`config.mk`:
```
export PLATFORM = sky130hd
export DESIGN_NAME = dlc_top
export DESIGN_NICKNAME = d
export VERILOG_FILES = /design/src/rtl/dlc_pkg.sv /design/src/rtl/dlc_top.sv /design/src/rtl/dlc_flag.sv /design/src/rtl/dlc_timer.sv
export VERILOG_INCLUDE_DIRS = /design/src /design/src/rtl
export SDC_FILE = /design/constraint.sdc
export NUM_CORES = 1
export LEC_CHECK = 0
export BUFFER_PORTS_ARGS = -buffer_cell sky130_fd_sc_hd__buf_2
export CELL_PAD_IN_SITES_DETAIL_PLACEMENT = 0
export CELL_PAD_IN_SITES_GLOBAL_PLACEMENT = 2
export CORE_UTILIZATION = 23
export CTS_BUF_LIST = sky130_fd_sc_hd__clkbuf_8
export DETAILED_ROUTE_END_ITERATION = 8
export GPL_TIMING_DRIVEN = 0
export PLACE_DENSITY_LB_ADDON = 0.1
export SLEW_MARGIN = 20
export SYNTH_ARGS = -nofsm -noshare
export SYNTH_HDL_FRONTEND = slang
export SYNTH_SLANG_ARGS = --single-unit
```
`constraint.sdc`:
```
create_clock -name i_sys_clk -period 2.4 [get_ports i_sys_clk]
set_clock_uncertainty 0.2 [all_clocks]
set_input_delay 0.48 -clock i_sys_clk [delete_from_list [all_inputs] [get_ports i_sys_clk]]
set_output_delay 0.48 -clock i_sys_clk [all_outputs]
set_load 0.05 [all_outputs]
```
`src/rtl/dlc_consts.svh`:
```
`ifndef DLC_CONSTS_SVH
`define DLC_CONSTS_SVH

// clock rate and derived time bases
`define DLC_CLK_HZ          32'h017D_7840
`define DLC_CLK_MHZ         32'h0000_0019
// overload threshold, line peak in millivolts (1.1 V)
`define DLC_OVL_THRESH_MV   12'h44C
// transmit attenuation, tenths of a dB
`define DLC_ATTEN_NONE      6'h00
`define DLC_ATTEN_JAPAN     6'h11
`define DLC_ATTEN_LOWVOLT   6'h28
// termination return time after billing tone detection is disabled, ms
`define DLC_RETURN_MS       32'h0000_03E8
// on-hook ramp step times, microseconds per loop current step
`define DLC_OHS_STEP1_US    32'h0000_0064
`define DLC_OHS_STEP2_US    32'h0000_00C8
`define DLC_OHS_STEP3_US    32'h0000_0190
// on-hook speed code for an abrupt cut
`define DLC_OHS_ABRUPT      2'h0
// loop current levels
`define DLC_LOOP_FULL       8'hFF
`define DLC_LOOP_ZERO       8'h00
`define DLC_LOOP_STEP       8'h01

`endif

```
`src/rtl/dlc_pkg.sv`:
```
package dlc_pkg;

    typedef enum logic [1:0] {
        DLC_DCT_LOWVOLT,
        DLC_DCT_JAPAN,
        DLC_DCT_FCC,
        DLC_DCT_CTR21
    } dlc_dct_t;

    typedef enum logic [1:0] {
        DLC_BT_IDLE,
        DLC_BT_HOLD,
        DLC_BT_RETURN
    } dlc_bt_state_t;

    typedef struct packed {
        dlc_bt_state_t bt_state;
        logic          ovl_live;
        logic          ac_complex;
        logic          ringer_synth;
        dlc_dct_t      dc_eff;
        logic [5:0]    atten;
        logic          headroom;
        logic [7:0]    loop_level;
    } dlc_top_state_t;

endpackage : dlc_pkg

```
`src/rtl/dlc_top.sv`:
```
`timescale 1ns/1ps
`include "dlc_consts.svh"

// Summary of operation
// - ac select: 0 real 600, 1 complex
// - ringer bit enables synthesized maximum impedance
// - attenuate tx 1.7 dB Japan, 4 dB low-voltage
// - force bits act only in FCC mode
// - on-hook speed ramps loop current down slowly
// - detection runs only while enable is set
// - tones under 1.1 V peak never flagged
// - overload flag set above 1.1 V peak
// - supply dip sets detect, selects 800 ohm
// - flags stay set until written zero
// - live overload follows condition, never latches
// - two-bit field picks one of four modes
module dlc_top
    import dlc_pkg::*;
#(
    parameter int RETURN_CYCLES = int'(`DLC_CLK_HZ / 32'h0000_03E8 * `DLC_RETURN_MS),
    parameter int RETURN_W      = 25,
    parameter int STEP_W        = 14
) (
    input  wire logic        i_sys_clk,
    input  wire logic        i_nrst,
    input  wire logic        i_ac_term_select,
    input  wire logic        i_ringer_imp_enable,
    input  wire logic [1:0]  i_dc_term_mode,
    input  wire logic        i_force_japan_term,
    input  wire logic        i_force_lowvolt_term,
    input  wire logic        i_dial_headroom,
    input  wire logic [1:0]  i_onhook_speed,
    input  wire logic        i_offhook,
    input  wire logic        i_billing_tone_enable,
    input  wire logic [11:0] i_line_peak_mv,
    input  wire logic        i_supply_depressed,
    input  wire logic        i_flag_write,
    input  wire logic        i_rx_overload_wdata,
    input  wire logic        i_billing_tone_wdata,
    output logic             o_ac_complex_term,
    output logic             o_ringer_synth_enable,
    output logic [1:0]       o_dc_term_active,
    output logic             o_dc_800ohm,
    output logic [5:0]       o_tx_atten_tenth_db,
    output logic             o_dial_headroom_active,
    output logic [7:0]       o_loop_current_level,
    output logic             o_rx_overload_live,
    output logic             o_rx_overload_sticky,
    output logic             o_billing_tone_detected
);

    localparam int STEP1_CYCLES = int'(`DLC_CLK_MHZ * `DLC_OHS_STEP1_US);
    localparam int STEP2_CYCLES = int'(`DLC_CLK_MHZ * `DLC_OHS_STEP2_US);
    localparam int STEP3_CYCLES = int'(`DLC_CLK_MHZ * `DLC_OHS_STEP3_US);

    // reset released through two flops; asserted asynchronously
    logic rst_sync1_reg;
    logic rst_n;

    always_ff @(posedge i_sys_clk or negedge i_nrst) begin
        if (!i_nrst) begin
            rst_sync1_reg <= 1'b0;
            rst_n         <= 1'b0;
        end else begin
            rst_sync1_reg <= 1'b1;
            rst_n         <= rst_sync1_reg;
        end
    end

    dlc_top_state_t   st_reg;
    dlc_top_state_t   st_next;
    dlc_dct_t         mode;
    logic             over_thresh;
    logic             rov_set;
    logic             btd_set;
    logic             ret_start;
    logic             ret_done;
    logic             ret_busy;
    logic             step_start;
    logic             step_done;
    logic             step_busy;
    logic [STEP_W-1:0] step_count;

    assign mode        = dlc_dct_t'(i_dc_term_mode);
    // anything at or under 1.1 V peak is treated as removed by the receive filter
    assign over_thresh = i_line_peak_mv > `DLC_OVL_THRESH_MV;
    assign rov_set     = i_billing_tone_enable && over_thresh;
    assign btd_set     = i_billing_tone_enable && i_supply_depressed;

    dlc_flag u_rov_flag (
        .i_clk   (i_sys_clk),
        .i_rst_n (rst_n),
        .i_set   (rov_set),
        .i_wr    (i_flag_write),
        .i_wdata (i_rx_overload_wdata),
        .o_flag  (o_rx_overload_sticky)
    );

    dlc_flag u_btd_flag (
        .i_clk   (i_sys_clk),
        .i_rst_n (rst_n),
        .i_set   (btd_set),
        .i_wr    (i_flag_write),
        .i_wdata (i_billing_tone_wdata),
        .o_flag  (o_billing_tone_detected)
    );

    // 800 ohm hold: released about one second after enable is cleared
    assign ret_start = (st_reg.bt_state == DLC_BT_HOLD) && !i_billing_tone_enable;

    dlc_timer #(
        .W (RETURN_W)
    ) u_return_timer (
        .i_clk   (i_sys_clk),
        .i_rst_n (rst_n),
        .i_start (ret_start),
        .i_abort (1'b0),
        .i_count (RETURN_W'(RETURN_CYCLES)),
        .o_busy  (ret_busy),
        .o_done  (ret_done)
    );

    // step period picked by on-hook speed; slower codes trade pulse edge time for a smaller spike
    always_comb begin
        unique case (i_onhook_speed)
            2'h1:    step_count = STEP_W'(STEP1_CYCLES);
            2'h2:    step_count = STEP_W'(STEP2_CYCLES);
            2'h3:    step_count = STEP_W'(STEP3_CYCLES);
            default: step_count = STEP_W'(1);
        endcase
    end

    assign step_start = !i_offhook && (i_onhook_speed != `DLC_OHS_ABRUPT)
                        && (st_reg.loop_level != `DLC_LOOP_ZERO);

    dlc_timer #(
        .W (STEP_W)
    ) u_step_timer (
        .i_clk   (i_sys_clk),
        .i_rst_n (rst_n),
        .i_start (step_start),
        .i_abort (i_offhook),
        .i_count (step_count),
        .o_busy  (step_busy),
        .o_done  (step_done)
    );

    always_comb begin
        st_next = st_reg;

        st_next.ac_complex   = i_ac_term_select;
        st_next.ringer_synth = i_ringer_imp_enable;
        st_next.ovl_live     = rov_set;

        // force bits only matter in FCC mode
        st_next.dc_eff = mode;
        if (mode == DLC_DCT_FCC) begin
            if (i_force_japan_term) begin
                st_next.dc_eff = DLC_DCT_JAPAN;
            end else if (i_force_lowvolt_term) begin
                st_next.dc_eff = DLC_DCT_LOWVOLT;
            end
        end

        // attenuation follows the programmed code, so forced FCC dials at full level
        unique case (mode)
            DLC_DCT_JAPAN:   st_next.atten = `DLC_ATTEN_JAPAN;
            DLC_DCT_LOWVOLT: st_next.atten = `DLC_ATTEN_LOWVOLT;
            DLC_DCT_FCC,
            DLC_DCT_CTR21:   st_next.atten = `DLC_ATTEN_NONE;
        endcase

        // headroom boost only honoured in CTR21; line voltage gating is left to the host
        st_next.headroom = i_dial_headroom && (mode == DLC_DCT_CTR21);

        unique case (st_reg.bt_state)
            DLC_BT_IDLE: begin
                if (btd_set) begin
                    st_next.bt_state = DLC_BT_HOLD;
                end
            end
            DLC_BT_HOLD: begin
                if (!i_billing_tone_enable) begin
                    st_next.bt_state = DLC_BT_RETURN;
                end
            end
            DLC_BT_RETURN: begin
                if (ret_done) begin
                    st_next.bt_state = DLC_BT_IDLE;
                end
            end
            default: st_next.bt_state = DLC_BT_IDLE;
        endcase

        if (i_offhook) begin
            st_next.loop_level = `DLC_LOOP_FULL;
        end else if (i_onhook_speed == `DLC_OHS_ABRUPT) begin
            st_next.loop_level = `DLC_LOOP_ZERO;
        end else if (step_done && st_reg.loop_level != `DLC_LOOP_ZERO) begin
            st_next.loop_level = st_reg.loop_level - `DLC_LOOP_STEP;
        end
    end

    always_ff @(posedge i_sys_clk or negedge rst_n) begin
        if (!rst_n) begin
            st_reg          <= '0;
            st_reg.bt_state <= DLC_BT_IDLE;
            st_reg.dc_eff   <= DLC_DCT_FCC;
        end else begin
            st_reg <= st_next;
        end
    end

    assign o_ac_complex_term      = st_reg.ac_complex;
    assign o_ringer_synth_enable  = st_reg.ringer_synth;
    assign o_dc_term_active       = st_reg.dc_eff;
    // bt_state leaves idle in the same edge that sets the detect flag
    assign o_dc_800ohm            = st_reg.bt_state != DLC_BT_IDLE;
    assign o_tx_atten_tenth_db    = st_reg.atten;
    assign o_dial_headroom_active = st_reg.headroom;
    assign o_loop_current_level   = st_reg.loop_level;
    assign o_rx_overload_live     = st_reg.ovl_live;
endmodule : dlc_top

```
`src/rtl/dlc_flag.sv`:
```
`timescale 1ns/1ps
`include "dlc_consts.svh"

// sticky status flag: hardware sets, software clears by writing zero
module dlc_flag
    import dlc_pkg::*;
(
    input  wire logic i_clk,
    input  wire logic i_rst_n,
    input  wire logic i_set,
    input  wire logic i_wr,
    input  wire logic i_wdata,
    output logic      o_flag
);

    typedef struct packed {
        logic flag;
    } dlc_flag_state_t;

    dlc_flag_state_t st_reg;
    dlc_flag_state_t st_next;

    always_comb begin
        st_next = st_reg;
        if (i_wr && !i_wdata) begin
            st_next.flag = 1'b0;
        end
        // set after clear so a coincident event is kept
        if (i_set) begin
            st_next.flag = 1'b1;
        end
    end

    always_ff @(posedge i_clk or negedge i_rst_n) begin
        if (!i_rst_n) begin
            st_reg <= '0;
        end else begin
            st_reg <= st_next;
        end
    end

    assign o_flag = st_reg.flag;
endmodule : dlc_flag

```
`src/rtl/dlc_timer.sv`:
```
`timescale 1ns/1ps
`include "dlc_consts.svh"

// one-shot down counter; o_done pulses one cycle when the count expires
module dlc_timer
    import dlc_pkg::*;
#(
    parameter int W = 25
) (
    input  wire logic         i_clk,
    input  wire logic         i_rst_n,
    input  wire logic         i_start,
    input  wire logic         i_abort,
    input  wire logic [W-1:0] i_count,
    output logic              o_busy,
    output logic              o_done
);

    typedef struct packed {
        logic         busy;
        logic         done;
        logic [W-1:0] cnt;
    } dlc_timer_state_t;

    dlc_timer_state_t st_reg;
    dlc_timer_state_t st_next;

    always_comb begin
        st_next      = st_reg;
        st_next.done = 1'b0;
        if (i_abort) begin
            st_next.busy = 1'b0;
        end else if (i_start && !st_reg.busy) begin
            st_next.busy = 1'b1;
            st_next.cnt  = i_count;
        end else if (st_reg.busy) begin
            if (st_reg.cnt <= W'(1)) begin
                st_next.busy = 1'b0;
                st_next.done = 1'b1;
            end else begin
                st_next.cnt = st_reg.cnt - W'(1);
            end
        end
    end

    always_ff @(posedge i_clk or negedge i_rst_n) begin
        if (!i_rst_n) begin
            st_reg <= '0;
        end else begin
            st_reg <= st_next;
        end
    end

    assign o_busy = st_reg.busy;
    assign o_done = st_reg.done;

endmodule : dlc_timer

```
==> flow_summary.toml <==
[outcome]
run_status = "complete, but fails checks"
failed_checks = "hold timing, setup timing"

[routing]
via_count = 3156
wl_per_cell_um = 15.6
drc = 0
vias_per_cell = 4.86
finalWirelength_mm = 10.1
detail_route.iter0.violations = 231
route.antenna.remaining_nets = 0
drt_pass1_iterations = 4

[cells_and_area]
largest_register_ffs = 25
final_net_count = 499
final_layout_size_suffix_gt1_share_pct = 30.3
areaGrowthSynthToFinish_pct = 30.5
finalCoreUtilization_pct = 31.3
antenna-diode-count = 0

[timing]
fmax_mhz = 406
hold_viol_final = 14
timing.max_slew.rel_slack_pct = 38.6
fin_crit_sh_pct = 103
timing.hold.ws_ns = -0.00792
finalCriticalPeriod_ns = 2.46
report.final.setup_viol = 4
transition_time_at_the_pin_with_the_least_slew_margin_ns = 0.914
setup_repair_after_global_routing_missed_its_margin = "true"
slew_violations = 0
postLayoutSetupSlackWorst_ns = -0.0625

[worst_setup_path]
endpoint_kind_of_the_worst_setup_timing_path = "register"
critical_path.reg2reg.endpoint = "u_step_timer.st_reg[13]"
crit_top_cell = "sky130_fd_sc_hd__or3_4"
crit_start = "u_step_timer.st_reg[9]"
slowest_delay_ns = 0.55
delay_heaviest_family_cp = "simple AND/OR/NAND/NOR gates"
path_max_fanout = 3
worst_path_max_delay_cell = "sky130_fd_sc_hd__or4_4"
crit_chain = "or4_4 -> or3_4 -> or3_4 -> or4b_1 -> nand3_1"
critical_path.n_buffers_inverters = 0
r2r-start = "u_step_timer.st_reg[9]"
worst-r2r-setup-slack_ns = -0.06
worst-setup-path-type = "reg2reg"
crit_required_ns = 2.49
worst_r2r_path_depth = 5
worstSetupStartpointType = "register"
worstPathArrival_ns = 2.55

[grt]
antenna_found_initial = 0
grt_pass1_wl_mm = 16.6
grt.met3_usage_pct = 2.72
met1_usage_pct = 18.5
groute.usage.overall_pct = 13.5
grt_overflow = 0
grtUsageMet2_pct = 20.3
grt_busiest_layer = "met2"
largest_net_degree_at_the_start_of_global_routing = 50
grt_pass1_vias = 3130

[placed_design]
place_congestion = 0.743
place.detailed.hpwl_mm = 6.83
port_buffers = 49

[pwr]
swShare_pct = 41.0
leakage_uw = 0.00194
power-per-cell-area_nw_per_um2 = 878
comb_power_share_pct = 37.1
p_clk_share_pct = 21.2
sequentialPowerShare_pct = 41.8
post-layout-total-power_uw = 4060
switching_power_uw = 1660
internal_power_uw = 2390
peakVddDrop_mv = 0.231

[die]
die_width_um = 126
floorplan.rows = 44
die_area_um2 = 15900
fp.dieH_um = 126
floorplan.core_area_um2 = 14800
io_pins = 52
initial_core_utilization_pct = 24.0

[synth]
synth_commonest_cells = "sky130_fd_sc_hd__dfrtp_1 (64), sky130_fd_sc_hd__o21ai_0 (38), sky130_fd_sc_hd__nand2_1 (31), sky130_fd_sc_hd__nor2_1 (27)"
count_leader_synth = "sky130_fd_sc_hd__dfrtp_1"
synth_ff_type = "sky130_fd_sc_hd__dfrtp_1"
syn-cell-area_um2 = 3540
sequential_fraction_of_the_synthesis_area_pct = 46.0
post_synth.cell_area_avg_um2 = 9.34
synthDominantCellAreaShare_pct = 45.2
synth_enable_flop_cells = 0
yosys_warnings = 0
synthTopCellsByArea = "sky130_fd_sc_hd__dfrtp_1 (45%), sky130_fd_sc_hd__o21ai_0 (5.4%), sky130_fd_sc_hd__ha_1 (3.5%)"
synth.distinct_cells = 55
postSynthCellCount = 379
leading_area_contributor_after_synthesis = "sky130_fd_sc_hd__dfrtp_1"
synthArstFlopShare_pct = 100
synth.ff_latch_count = 65

[clock_network]
clock_sinks = 65
cts.clk_slew.worst_paths_ns = 0.08
number_of_clock_buffers_inserted_by_tritoncts = 9
clock_insertion_delay_worst_skew_ns = 0.36
clock_tree.root_cell = "sky130_fd_sc_hd__clkbuf_8"
cts_max_level = 3
cts_tree = "done"
ctsLongestPathBuffers = 2

[flow_run]
drv.max_cap_violation_count = 0

[worst_hold_path]
hp-class = "reg2async"
==> timing repair <==
item                                    CTS  global route
endpoints found under the setup margin   37            28
pin swaps                                 8             8
gates resized for setup                  34            19
hold buffers                              1             0
setup buffers                             9             8
gates cloned                              1             1
endpoints found under the hold margin     2             0
==> power groups by stage <==
stage               Combinational (uW)  Clock (uW)  Sequential (uW)
floorplan                          939           0             1600
global placement                  1270           0             1670
detailed placement                1290           0             1650
CTS                               1460         902             1660
global route                      1660         947             1740
finish                            1510         858             1690
==> routing by layer <==
metal  share of wire (%)  routed length, um  up-vias
met4                 2.3                229        0
li1                    -                  -     1528
met3                 5.0                505       17
met5                   0                  0        -
met1                  50               5050     1519
met2                  43               4340       92
==> how the worst max path moves through the flow <==
| stage | end | slack, ns | cells past startpoint |
|---|---|---|---|
| 2_1_floorplan | u_step_timer.st_reg[13] | 0.02 | 5 |
| 3_3_place_gp | o_loop_current_level[0] | -0.88 | 0 |
| 3_5_place_dp | u_step_timer.st_reg[9] | -0.66 | 9 |
| 4_1_cts | u_step_timer.st_reg[13] | -0.11 | 5 |
| 5_1_grt | u_step_timer.st_reg[13] | -0.11 | 5 |
| 6_report | u_step_timer.st_reg[13] | -0.06 | 5 |
==> placed cells by master (no fill, tap or decap), drive strengths merged, types with 5 or more instances in the layout <==
| master | n |
|---|---|
| a21o | 5 |
| a21oi | 10 |
| a31oi | 9 |
| a32oi | 5 |
| and3 | 5 |
| buf | 88 |
| clkbuf | 18 |
| dfrtp | 64 |
| ha | 10 |
| inv | 20 |
| mux2i | 5 |
| nand2 | 31 |
| nand3 | 14 |
| nand4 | 6 |
| nor2 | 28 |
| nor3 | 13 |
| nor4 | 12 |
| o21ai | 39 |
| or2 | 5 |
| or3 | 6 |
| or4 | 8 |
| xor2 | 8 |
==> cells by family (layout without fill, tap and decap cells) <==
kind of cell,count (synthesis),count (layout),share of synthesized area (%)
DFF,65,65,46.0
xor gates and xnor gates,12,12,2.97
AOI/OAI and AO/OA,93,94,17.0
and+or+nand+nor,148,148,22.5
muxes,5,5,1.41
buffers and inverters,44,128,6.43
other,2,3,0.212
adders and majority gates,10,10,3.53
==> area by class of cell <==
class	count	area [um2]
Buffer	27	196
Clock buffer	11	151
Clock inverter	5	20.0
Fill cell	1595	10100
Inverter	16	60.1
Multi-Input combinational cell	272	1880
Sequential cell	65	1640
Tap cell	184	230
Timing Repair Buffer	69	448
==> through the flow <==
stage	std cells	area [um2]	setup WS (ns)	hold WS, ns	TNS, ns
after floorplan	380	3540	0.0172	-0.0156	0
after global placement	613	4020	-0.880	0.0654	-66.50
after detailed placement	614	4050	-0.663	0.00317	-10.70
after CTS	641	4470	-0.109	0.00450	-0.330
after global routing	649	4620	-0.110	0.0160	-0.350
final	649	4620	-0.0625	-0.00792	-0.0961
No activity file was read; power rests on OpenSTA's default activity.
